### src/logic/sensor_cfg_defines.svh
// Register offsets, field positions, reset values and timing of the sensor configuration block
`ifndef SENSOR_CFG_DEFINES_SVH
`define SENSOR_CFG_DEFINES_SVH

// Register offsets (7-bit serial addresses)
`define OFS_SIGNATURE_0         7'h0C
`define OFS_SIGNATURE_1         7'h0D
`define OFS_SIGNATURE_2         7'h0E
`define OFS_SIGNATURE_3         7'h0F
`define OFS_SELF_TEST_TRIGGER   7'h10
`define OFS_SENSOR_CONFIG       7'h11
`define OFS_LASER_DRIVE_CONTROL 7'h1A
`define OFS_LASER_CURRENT       7'h1C

// Reset values
`define RST_SENSOR_CONFIG       8'h03
`define RST_LASER_DRIVE_CONTROL 8'h00
`define RST_LASER_CURRENT       8'h00
`define RST_SIGNATURE           8'h00

// Field positions
`define BIT_SELF_TEST_GO        0
`define BIT_RESOLUTION          7
`define BIT_SLEEP_HI            5
`define BIT_SLEEP_LO            4
`define BIT_LASER_SPAN          7
`define BIT_LASER_MATCH         5
`define BIT_CAL_HI              3
`define BIT_CAL_LO              1
`define BIT_LASER_KILL          0

// Forced sleep encodings
`define SLEEP_NORMAL            2'h0
`define SLEEP_LEVEL_ONE         2'h1
`define SLEEP_LEVEL_THREE       2'h3

// Timing
`define CLK_FREQ_KHZ            10000
`define SELFTEST_TIME_MS        250
`define SELFTEST_CYCLES         (`SELFTEST_TIME_MS * `CLK_FREQ_KHZ)

`endif

### src/logic/sensor_cfg_pkg.sv
// Types shared by the sensor configuration block
package sensor_cfg_pkg;

	// Serial frame phases, Gray coded along address -> write data; address -> read data flips both bits
	typedef enum logic [1:0] {
		ST_ADDR  = 2'b00,
		ST_WDATA = 2'b01,
		ST_RDATA = 2'b11
	} ser_phase_e;

	// Whole state of the serial slave
	typedef struct packed {
		logic [1:0] ncs_sync;
		logic [1:0] sclk_sync;
		logic [1:0] mosi_sync;
		logic       sclk_prev;
		ser_phase_e phase;
		logic [2:0] bit_cnt;
		logic [7:0] shift;
		logic [7:0] tx;
		logic       tx_pending;
		logic [6:0] addr;
		logic [7:0] wdata;
		logic       wr_stb;
		logic       miso;
		logic       miso_oe;
	} ser_state_s;

endpackage

### src/logic/reg_port_if.sv
// Register access path between serial slave and register bank
`timescale 1ns/1ps
`default_nettype none

interface reg_port_if;
	logic [6:0] addr;    // Register address
	logic [7:0] wdata;   // Write data
	logic       wr_stb;  // One-cycle write strobe
	logic [7:0] rdata;   // Read data for addr
	logic       block;   // Port locked out

	modport slave (output addr, output wdata, output wr_stb, input rdata, input block);
	modport bank  (input addr, input wdata, input wr_stb, output rdata, output block);
endinterface // reg_port_if

`default_nettype wire

### src/logic/sensor_cfg_regs.sv
// Self-test, rest, resolution and laser drive configuration registers
`timescale 1ns/1ps
`default_nettype none
`include "sensor_cfg_defines.svh"


module sensor_cfg_regs
	import sensor_cfg_pkg::*;
#(
	parameter int unsigned SELFTEST_CYCLES = `SELFTEST_CYCLES  // Self-test length in clocks
)
(
	input  wire logic        ref_clk_in,             // 10 MHz core clock
	input  wire logic        rst_b_in,               // Async reset, active low
	input  wire logic        ncs_b_in,               // Serial chip select, active low
	input  wire logic        sclk_in,                // Serial clock
	input  wire logic        mosi_in,                // Serial data in
	output var  logic        miso_out,               // Serial data out
	output var  logic        miso_oe_out,            // Serial data out enable
	input  wire logic        laser_pulse_in,         // Frame laser strobe, same clock
	input  wire logic [7:0]  laser_current_comp_in,  // Complement copy of current code
	input  wire logic [7:0]  laser_ctrl_comp_in,     // Complement copy of drive bits
	input  wire logic [31:0] selftest_result_in,     // Self-test result bytes
	output var  logic        selftest_busy_out,      // Self-test running
	output var  logic        sleep_level_one_out,    // Forced first rest level
	output var  logic        sleep_level_three_out,  // Forced third rest level
	output var  logic        resolution_800_out,     // 800 cpi selected
	output var  logic        laser_high_span_out,    // High current span
	output var  logic [7:0]  laser_current_code_out, // Laser current code
	output var  logic        laser_setting_ok_out,   // Both complement pairs match
	output var  logic        laser_calibrate_out,    // Continuous-on calibration
	output var  logic        laser_enable_pin_low_out // Laser enable, active low
);

	localparam int CW    = $clog2(SELFTEST_CYCLES + 1);
	localparam int NPAIR = 2;  // Drive bits that carry a complement copy
	localparam int PAIR_BIT [NPAIR] = '{`BIT_LASER_SPAN, `BIT_LASER_MATCH};

	// Refuse a self-test length the counter cannot serve
	if (SELFTEST_CYCLES < 1)
	begin : g_check
		$error("SELFTEST_CYCLES must be at least 1");
	end

	typedef struct packed {
		logic                busy;
		logic [CW-1:0]       cnt;
		logic [3:0][7:0]     signature;
		logic [7:0]          config_r;
		logic [7:0]          drive;
		logic [7:0]          current;
		logic                ok;
		logic                laser_n;
		logic                sleep_one;
		logic                sleep_three;
		logic                calib;
	} bank_state_s;

	bank_state_s      q;
	bank_state_s      d;
	reg_port_if       bus ();
	logic             pair_ok;
	logic             code_ok;
	logic [NPAIR-1:0] drive_bit_ok;
	logic [2:0]       cal;

	serial_reg_slave u_port (
		.ref_clk_in  (ref_clk_in),
		.rst_b_in    (rst_b_in),
		.ncs_b_in    (ncs_b_in),
		.sclk_in     (sclk_in),
		.mosi_in     (mosi_in),
		.miso_out    (miso_out),
		.miso_oe_out (miso_oe_out),
		.bus         (bus.slave)
	);

	// Port goes deaf while the self-test owns the sensor
	assign bus.block = q.busy;

	// Calibration code as stored, read by the laser drive decision
	assign cal = q.drive[`BIT_CAL_HI:`BIT_CAL_LO];

	// Current code against its copy; contents only, never write order
	assign code_ok = (q.current == ~laser_current_comp_in);

	// Each paired drive bit must oppose the same bit of its copy
	for (genvar p = 0; p < NPAIR; p++)
	begin : g_pair
		assign drive_bit_ok[p] = (q.drive[PAIR_BIT[p]]
			!= laser_ctrl_comp_in[PAIR_BIT[p]]);
	end

	// Either pair failing is enough to drop the laser and the flag
	assign pair_ok = code_ok && (&drive_bit_ok);

	// Read mux; the trigger register is write-only and reads zero
	always_comb
	begin
		case (bus.addr)
			`OFS_SIGNATURE_0,
			`OFS_SIGNATURE_1,
			`OFS_SIGNATURE_2,
			`OFS_SIGNATURE_3:
			begin
				// Four consecutive offsets, so the low address bits pick the byte
				bus.rdata = q.signature[bus.addr[1:0]];
			end
			`OFS_SENSOR_CONFIG:       bus.rdata = q.config_r;
			`OFS_LASER_DRIVE_CONTROL: bus.rdata = q.drive;
			`OFS_LASER_CURRENT:       bus.rdata = q.current;
			default:                  bus.rdata = 8'h00;
		endcase
	end

	// Register writes, self-test timer and laser outputs
	always_comb
	begin
		d = q;
		if (bus.wr_stb)
		begin
			case (bus.addr)
				`OFS_SELF_TEST_TRIGGER:
				begin
					if (bus.wdata[`BIT_SELF_TEST_GO])
					begin
						d.busy = 1'b1;
						d.cnt  = '0;
					end
				end
				`OFS_SENSOR_CONFIG:
				begin
					// Reserved bits are kept as written
					d.config_r = bus.wdata;
				end
				`OFS_LASER_DRIVE_CONTROL:
				begin
					// Calibration code stored whole; only 000 leaves it
					d.drive = bus.wdata;
				end
				`OFS_LASER_CURRENT:
				begin
					// Drives the laser only once the copy agrees
					d.current = bus.wdata;
				end
				default:
				begin
					// Unmapped offsets and the signatures ignore writes
					d.busy = q.busy;
				end
			endcase
		end
		// Fixed run window; results only published at the end
		if (q.busy)
		begin
			d.cnt = CW'(q.cnt + 1'b1);
			if (q.cnt == CW'(SELFTEST_CYCLES - 1))
			begin
				d.busy      = 1'b0;
				d.signature = selftest_result_in;
			end
		end
		// Flag follows the pair contents one cycle late
		d.ok = pair_ok;
		// Kill bit or failed pair forces the laser off ahead of calibration
		if (q.drive[`BIT_LASER_KILL] || !pair_ok)
			d.laser_n = 1'b1;
		else if (cal != 3'h0)
			d.laser_n = 1'b0;
		else
			d.laser_n = ~laser_pulse_in;
		// Decodes taken from the next contents, so they never lag the registers
		d.sleep_one   = (d.config_r[`BIT_SLEEP_HI:`BIT_SLEEP_LO]
			== `SLEEP_LEVEL_ONE);
		d.sleep_three = (d.config_r[`BIT_SLEEP_HI:`BIT_SLEEP_LO]
			== `SLEEP_LEVEL_THREE);
		d.calib       = (d.drive[`BIT_CAL_HI:`BIT_CAL_LO] != 3'h0);
	end

	// State register
	always_ff @(posedge ref_clk_in or negedge rst_b_in)
	begin
		if (!rst_b_in)
		begin
			q           <= '0;
			q.signature <= {4{`RST_SIGNATURE}};
			q.config_r  <= `RST_SENSOR_CONFIG;
			q.drive     <= `RST_LASER_DRIVE_CONTROL;
			q.current   <= `RST_LASER_CURRENT;
			q.laser_n   <= 1'b1;
		end
		else
			q <= d;
	end

	// Outputs straight from the state register
	assign selftest_busy_out        = q.busy;
	assign sleep_level_one_out      = q.sleep_one;
	assign sleep_level_three_out    = q.sleep_three;
	assign resolution_800_out       = q.config_r[`BIT_RESOLUTION];
	assign laser_high_span_out      = q.drive[`BIT_LASER_SPAN];
	assign laser_current_code_out   = q.current;
	assign laser_setting_ok_out     = q.ok;
	assign laser_calibrate_out      = q.calib;
	assign laser_enable_pin_low_out = q.laser_n;

endmodule // sensor_cfg_regs

`default_nettype wire

### src/logic/serial_reg_slave.sv
// Four-wire serial slave, oversampled by the core clock
`timescale 1ns/1ps
`default_nettype none

module serial_reg_slave
	import sensor_cfg_pkg::*;
(
	input  wire logic  ref_clk_in,   // Core clock
	input  wire logic  rst_b_in,     // Async reset, active low
	input  wire logic  ncs_b_in,     // Chip select pin, active low
	input  wire logic  sclk_in,      // Serial clock pin
	input  wire logic  mosi_in,      // Serial data in pin
	output var  logic  miso_out,     // Serial data out
	output var  logic  miso_oe_out,  // Data out enable
	reg_port_if.slave  bus           // Register access
);

	ser_state_s q;
	ser_state_s d;
	logic       rise;
	logic       fall;
	logic [7:0] nb;

	// Edges seen only past the second sync stage
	assign rise = q.sclk_sync[1] & ~q.sclk_prev;
	assign fall = ~q.sclk_sync[1] & q.sclk_prev;
	assign nb   = {q.shift[6:0], q.mosi_sync[1]};

	// Frame decoder: address byte (bit 7 = write), then one data byte
	always_comb
	begin
		d = q;
		d.ncs_sync  = {q.ncs_sync[0], ncs_b_in};
		d.sclk_sync = {q.sclk_sync[0], sclk_in};
		d.mosi_sync = {q.mosi_sync[0], mosi_in};
		d.sclk_prev = q.sclk_sync[1];
		d.wr_stb    = 1'b0;
		// Locked out while the self-test runs, so stray traffic is dropped
		if (q.ncs_sync[1] || bus.block)
		begin
			d.phase      = ST_ADDR;
			d.bit_cnt    = 3'h0;
			d.miso_oe    = 1'b0;
			d.tx_pending = 1'b0;
		end
		else
		begin
			d.miso_oe = (q.phase == ST_RDATA);
			// Read data is fetched one cycle after the address settles
			if (q.tx_pending)
			begin
				d.tx         = bus.rdata;
				d.tx_pending = 1'b0;
			end
			case (q.phase)
				ST_ADDR, ST_WDATA:
				begin
					if (rise)
					begin
						d.shift   = nb;
						d.bit_cnt = q.bit_cnt + 3'h1;
						if (q.bit_cnt == 3'h7)
						begin
							if (q.phase == ST_WDATA)
							begin
								d.wdata  = nb;
								d.wr_stb = 1'b1;
								d.phase  = ST_ADDR;
							end
							else
							begin
								d.addr       = nb[6:0];
								d.phase      = nb[7] ? ST_WDATA : ST_RDATA;
								d.tx_pending = ~nb[7];
							end
						end
					end
				end
				ST_RDATA:
				begin
					// Shift out on falling, count master samples on rising
					if (fall)
					begin
						d.miso = q.tx[7];
						d.tx   = {q.tx[6:0], 1'b0};
					end
					if (rise)
					begin
						d.bit_cnt = q.bit_cnt + 3'h1;
						if (q.bit_cnt == 3'h7)
							d.phase = ST_ADDR;
					end
				end
				default:
				begin
					d.phase = ST_ADDR;
				end
			endcase
		end
	end

	// State register
	always_ff @(posedge ref_clk_in or negedge rst_b_in)
	begin
		if (!rst_b_in)
		begin
			q           <= '0;
			q.ncs_sync  <= 2'h3;
			// Clock taken as idle high, so no false edge after reset
			q.sclk_sync <= 2'h3;
			q.sclk_prev <= 1'b1;
			q.phase     <= ST_ADDR;
		end
		else
			q <= d;
	end

	assign bus.addr    = q.addr;
	assign bus.wdata   = q.wdata;
	assign bus.wr_stb  = q.wr_stb;
	assign miso_out    = q.miso;
	assign miso_oe_out = q.miso_oe;

endmodule // serial_reg_slave

`default_nettype wire

### config.mk
export PLATFORM = sky130hd
export DESIGN_NAME = sensor_cfg_regs
export DESIGN_NICKNAME = d
export VERILOG_FILES = /design/src/logic/sensor_cfg_pkg.sv /design/src/logic/reg_port_if.sv /design/src/logic/sensor_cfg_regs.sv /design/src/logic/serial_reg_slave.sv
export VERILOG_INCLUDE_DIRS = /design/src /design/src/logic
export SDC_FILE = /design/constraint.sdc
export NUM_CORES = 1
export LEC_CHECK = 0
export ABC_CLOCK_PERIOD_IN_PS = 2550
export BUFFER_PORTS_ARGS = -buffer_cell sky130_fd_sc_hd__buf_2
export CAP_MARGIN = 20
export CORE_MARGIN = 3
export CORE_UTILIZATION = 55
export DETAILED_ROUTE_END_ITERATION = 6
export PLACE_DENSITY = 0.81
export SLEW_MARGIN = 5
export SYNTH_ARGS = -nofsm -noshare
export SYNTH_HDL_FRONTEND = slang
export SYNTH_SLANG_ARGS = --single-unit
### constraint.sdc
create_clock -name ref_clk_in -period 2.55 [get_ports ref_clk_in]
set_input_delay 0 -clock ref_clk_in [delete_from_list [all_inputs] [get_ports ref_clk_in]]
set_output_delay 0 -clock ref_clk_in [all_outputs]
set_load 0.01 [all_outputs]
==> impl_results.md <==
* Clock net sink count at 130
* Crit path DAT at 2.63 ns
* Number of iterations in the first detailed-routing pass at 6
* Highest-delay cell along the critical path: sky130_fd_sc_hd__dfrtp_1
* Crit-path max FO at 10
* Core footprint at 10420 um2
* Area enclosed by the die boundary at 12100 um2
* Post-layout min period at 2.217 ns
* Number of failing setup endpoints in the final timing report at 0
* Number of instances in the synthesized netlist at 461
* Layout net count at 624
* Maximum cell stage delay along the critical path at 0.46 ns
* Relative slew margins at 45.38%
* Wire length reported by the detailed router at 14.39 mm
* Post-Synth Adder-Cell Area at 0.6312%
* Number of ports placed on the die boundary at 72
* Number of enable flip-flop cells after synthesis at 0
* Count of endpoints failing hold in the final timing report at 0
* Unrepaired setup endpoints after global routing: false
* DIE HEIGHT at 110.0 um
* Synth Cell Area at 5947 um2
* Total power divided by cell area at 650.2 nW/um2
* Kind of cell with the highest combined delay on the critical path: simple AND/OR/NAND/NOR gates
* Clock tree from TritonCTS: yes
* Max Clk Rate at 0.4511 GHz
* Max Root-Sink Buffers at 2
* Setup Total Neg Slack at 0 ns
* Period utilization at 86.93%
* Initial core utilization at 57.09%
* DPL Wire Length at 9.082 mm
* Area Overhead vs Synth at 23.12%
* Final Max Tran Viols at 0
* Nets in the synthesized netlist at 518
* Chain of cells forming the critical path: nor4b_4, and3_1, nand2_1, mux2_2
* Pin count of the biggest net entering global routing at 64
* Crit path launch type: flop
* Cell Count Post-Placement at 644
* Max-capacitance violation count at 0
* Via-per-instance ratio at 6.046
* Share of flip-flops with an asynchronous set or reset after synthesis at 100.0%
* Count of H-tree levels built during CTS at 4
* Total clock buffers created by CTS at 17
* Distinct cell type count of the synthesized netlist at 55
* CTS-repair resized insts at 0
* WP data required at 2.96 ns
* Most frequent standard cell in the layout excluding fill and tap cells: sky130_fd_sc_hd__dfrtp_1
* Classification of the worst-slack hold path: in -> async
* Port buffer count at 65
* Type of the setup path with the least slack: reg -> reg
* Clock transition at the registers of the reported paths at 0.07 ns
* Type of destination of the critical path: flop
* Highest ir drop seen on vdd at 0.5127 mV
* Number of violations reported at the end of detailed-routing iteration 0 at 426
* Synth Area in Compound Gates at 7.848%
* Static leakage power at 3.533 nW
* Routed vias at 4329
* Fin Clk Skew at 0.01430 ns
* Via count of the first global-routing pass at 4654
* CP Buf/Inv Count at 0
* First-pass GRT wire length at 23.69 mm
* Total grt overflow at 0
* Die Width at 110.0 um
* Setup Buffers After CTS at 0
* Xor-xnor portion of the synthesized cell area at 1.620%
* Detailed-route wire length per cell at 20.10 um
* Share of synthesized area occupied by flip-flops and latches at 54.87%
* Portion of netlist area occupied by mux cells at 19.50%
* Number of remaining DRC errors at 0
* Worst-Skew Late Latency at 0.54 ns
* Total of warnings raised by yosys at 0
* Clk Tree Root Cell: sky130_fd_sc_hd__clkbuf_8
* Number of antenna violations at the first check in global routing at 0
* Hold WS at 0.09564 ns
* Post-Layout Cell Count at 716
* Yosys reg bits at 130
* Average cell area after synthesis at 12.90 um2
* Aggregate global-route resource usage at 26.07%
* Post-synth top flop: sky130_fd_sc_hd__dfrtp_1
* Main combinational cell family by area after synthesis: multiplexers
* Fill count at 667
* Simple-Gate Fraction of Synth Area at 12.08%
* Share of the core filled with cells in the final layout at 70.29%
* Worst-margin pin slew at 0.8193 ns
* Ant. Diodes at 0
* Fraction of layout cells with a size suffix above 1 at 36.21%
* Status: complete, no violations
* Highest-count cells in the layout ignoring fill and taps: sky130_fd_sc_hd__dfrtp_1 (122), sky130_fd_sc_hd__mux2_2 (79), sky130_fd_sc_hd__buf_2 (64)
* Standard-cell row count at 37
* Routability congestion estimate from global placement at 0.8681
* Remaining antenna violation count at 0
-- what timing repair did --
item                                    4_1_cts  5_1_grt
endpoints found under the setup margin        0        0
hold buffers                                 39        0
hold endpoints to repair                     96        0
-- routing by layer --
layer	global-route usage (%)	part of all wire, %
met3	6.698	4.9
met2	44.93	52
met4	8.459	1.7
met1	32.08	41
met5	0	0
-- sequential cells by signal, indices dropped and copies added, names as in the netlist, 3 cells and up --
name	flops
q	65
u_port.q	16
laser_current_code_out	8
u_port.bus.wdata	8
u_port.nb	8
u_port.bus.addr	7
u_port.d	4
cal	3
-- path summary, 6_finish.rpt --
| path | from | slack (ns) | cells after the start | endpoint |
|---|---|---|---|---|
| max reg2reg | u_port.bus.addr[2] | 0.33 | 4 | q[25] |
| min in group ref_clk_in | mosi_in | 0.10 | 2 | u_port.d[42] |
| min | rst_b_in | 0.1 | 2 | q[55] |
| max in group asynchronous | rst_b_in | 1.60 | 3 | q[34] |
| max | u_port.bus.addr[2] | 0.33 | 4 | q[25] |
| min reg2reg | u_port.d[42] | 0.36 | 0 | u_port.nb[0] |
-- cell families after synthesis --
| family | count (synthesis) |
|---|---|
| AO/OA/AOI/OAI | 72 |
| XOR/XNOR | 11 |
| adder cells (fa/ha/maj) | 3 |
| AND/OR/NAND/NOR | 117 |
| flip-flops | 130 |
| multiplexers | 96 |
| buffers and inverters | 32 |
-- synthesized netlist by cell type, drive strengths merged, types with 2 or more instances --
library cell / count / area [um2]
a21oi: 21 / 105.1
a221oi: 8 / 70.07
a22o: 5 / 43.79
a22oi: 4 / 30.03
a31oi: 4 / 25.02
and2: 3 / 18.77
and3: 9 / 56.30
and4: 3 / 28.78
and4b: 3 / 31.28
buf: 17 / 128.9
clkbuf: 8 / 50.05
dfrtp: 122 / 3053
dfstp: 8 / 210.2
ha: 3 / 37.54
inv: 7 / 26.28
mux2: 79 / 889.6
mux2i: 9 / 90.09
mux4: 8 / 180.2
nand2: 25 / 93.84
nand2b: 7 / 43.79
nand3: 12 / 60.06
nand3b: 3 / 22.52
nand4: 9 / 62.56
nor2: 10 / 40.04
nor2b: 4 / 25.02
nor3: 4 / 20.02
nor4: 7 / 58.81
nor4b: 2 / 32.53
o21ai: 10 / 50.05
o22ai: 8 / 50.05
o31ai: 8 / 60.06
or3: 2 / 13.77
or4: 11 / 87.58
xnor2: 2 / 17.52
xor2: 9 / 78.83
-- power by group --
part | internal (W) | switching (W)
combinational | 0.000112 | 0.0000834
clock | 0.00143 | 0.000959
sequential | 0.00212 | 0.0000555
-- worst reg2reg max path: cells and delay by family (launching register included) --
family	cells	cell delay (ns)
flip-flops	1	0.46
multiplexers	1	0.39
AND/OR/NAND/NOR	3	1.25
-- through the flow --
stage | total power (W) | worst slack, ns | cell area [um2]
finish | 0.004761 | 0.3332 | 7322
detailed placement | 0.002363 | 0.3483 | 6344
CTS | 0.004768 | 0.3448 | 7315
floorplan | 0.002246 | 0.6280 | 5947
global placement | 0.002351 | 0.4761 | 6344
global route | 0.004894 | 0.1859 | 7322
-- area by class of cell --
| type | instances | area [um2] | area share [%] |
|---|---|---|---|
| Multi-Input combinational cell | 299 | 2479 | 33.85 |
| Inverter | 7 | 26.28 | 0.3589 |
| Tap cell | 136 | 170.2 | 2.324 |
| Clock inverter | 13 | 148.9 | 2.033 |
| Timing Repair Buffer | 112 | 803.3 | 10.97 |
| Sequential cell | 130 | 3263 | 44.57 |
| Clock buffer | 19 | 431.7 | 5.895 |
(Power assumes the default switching activity.)
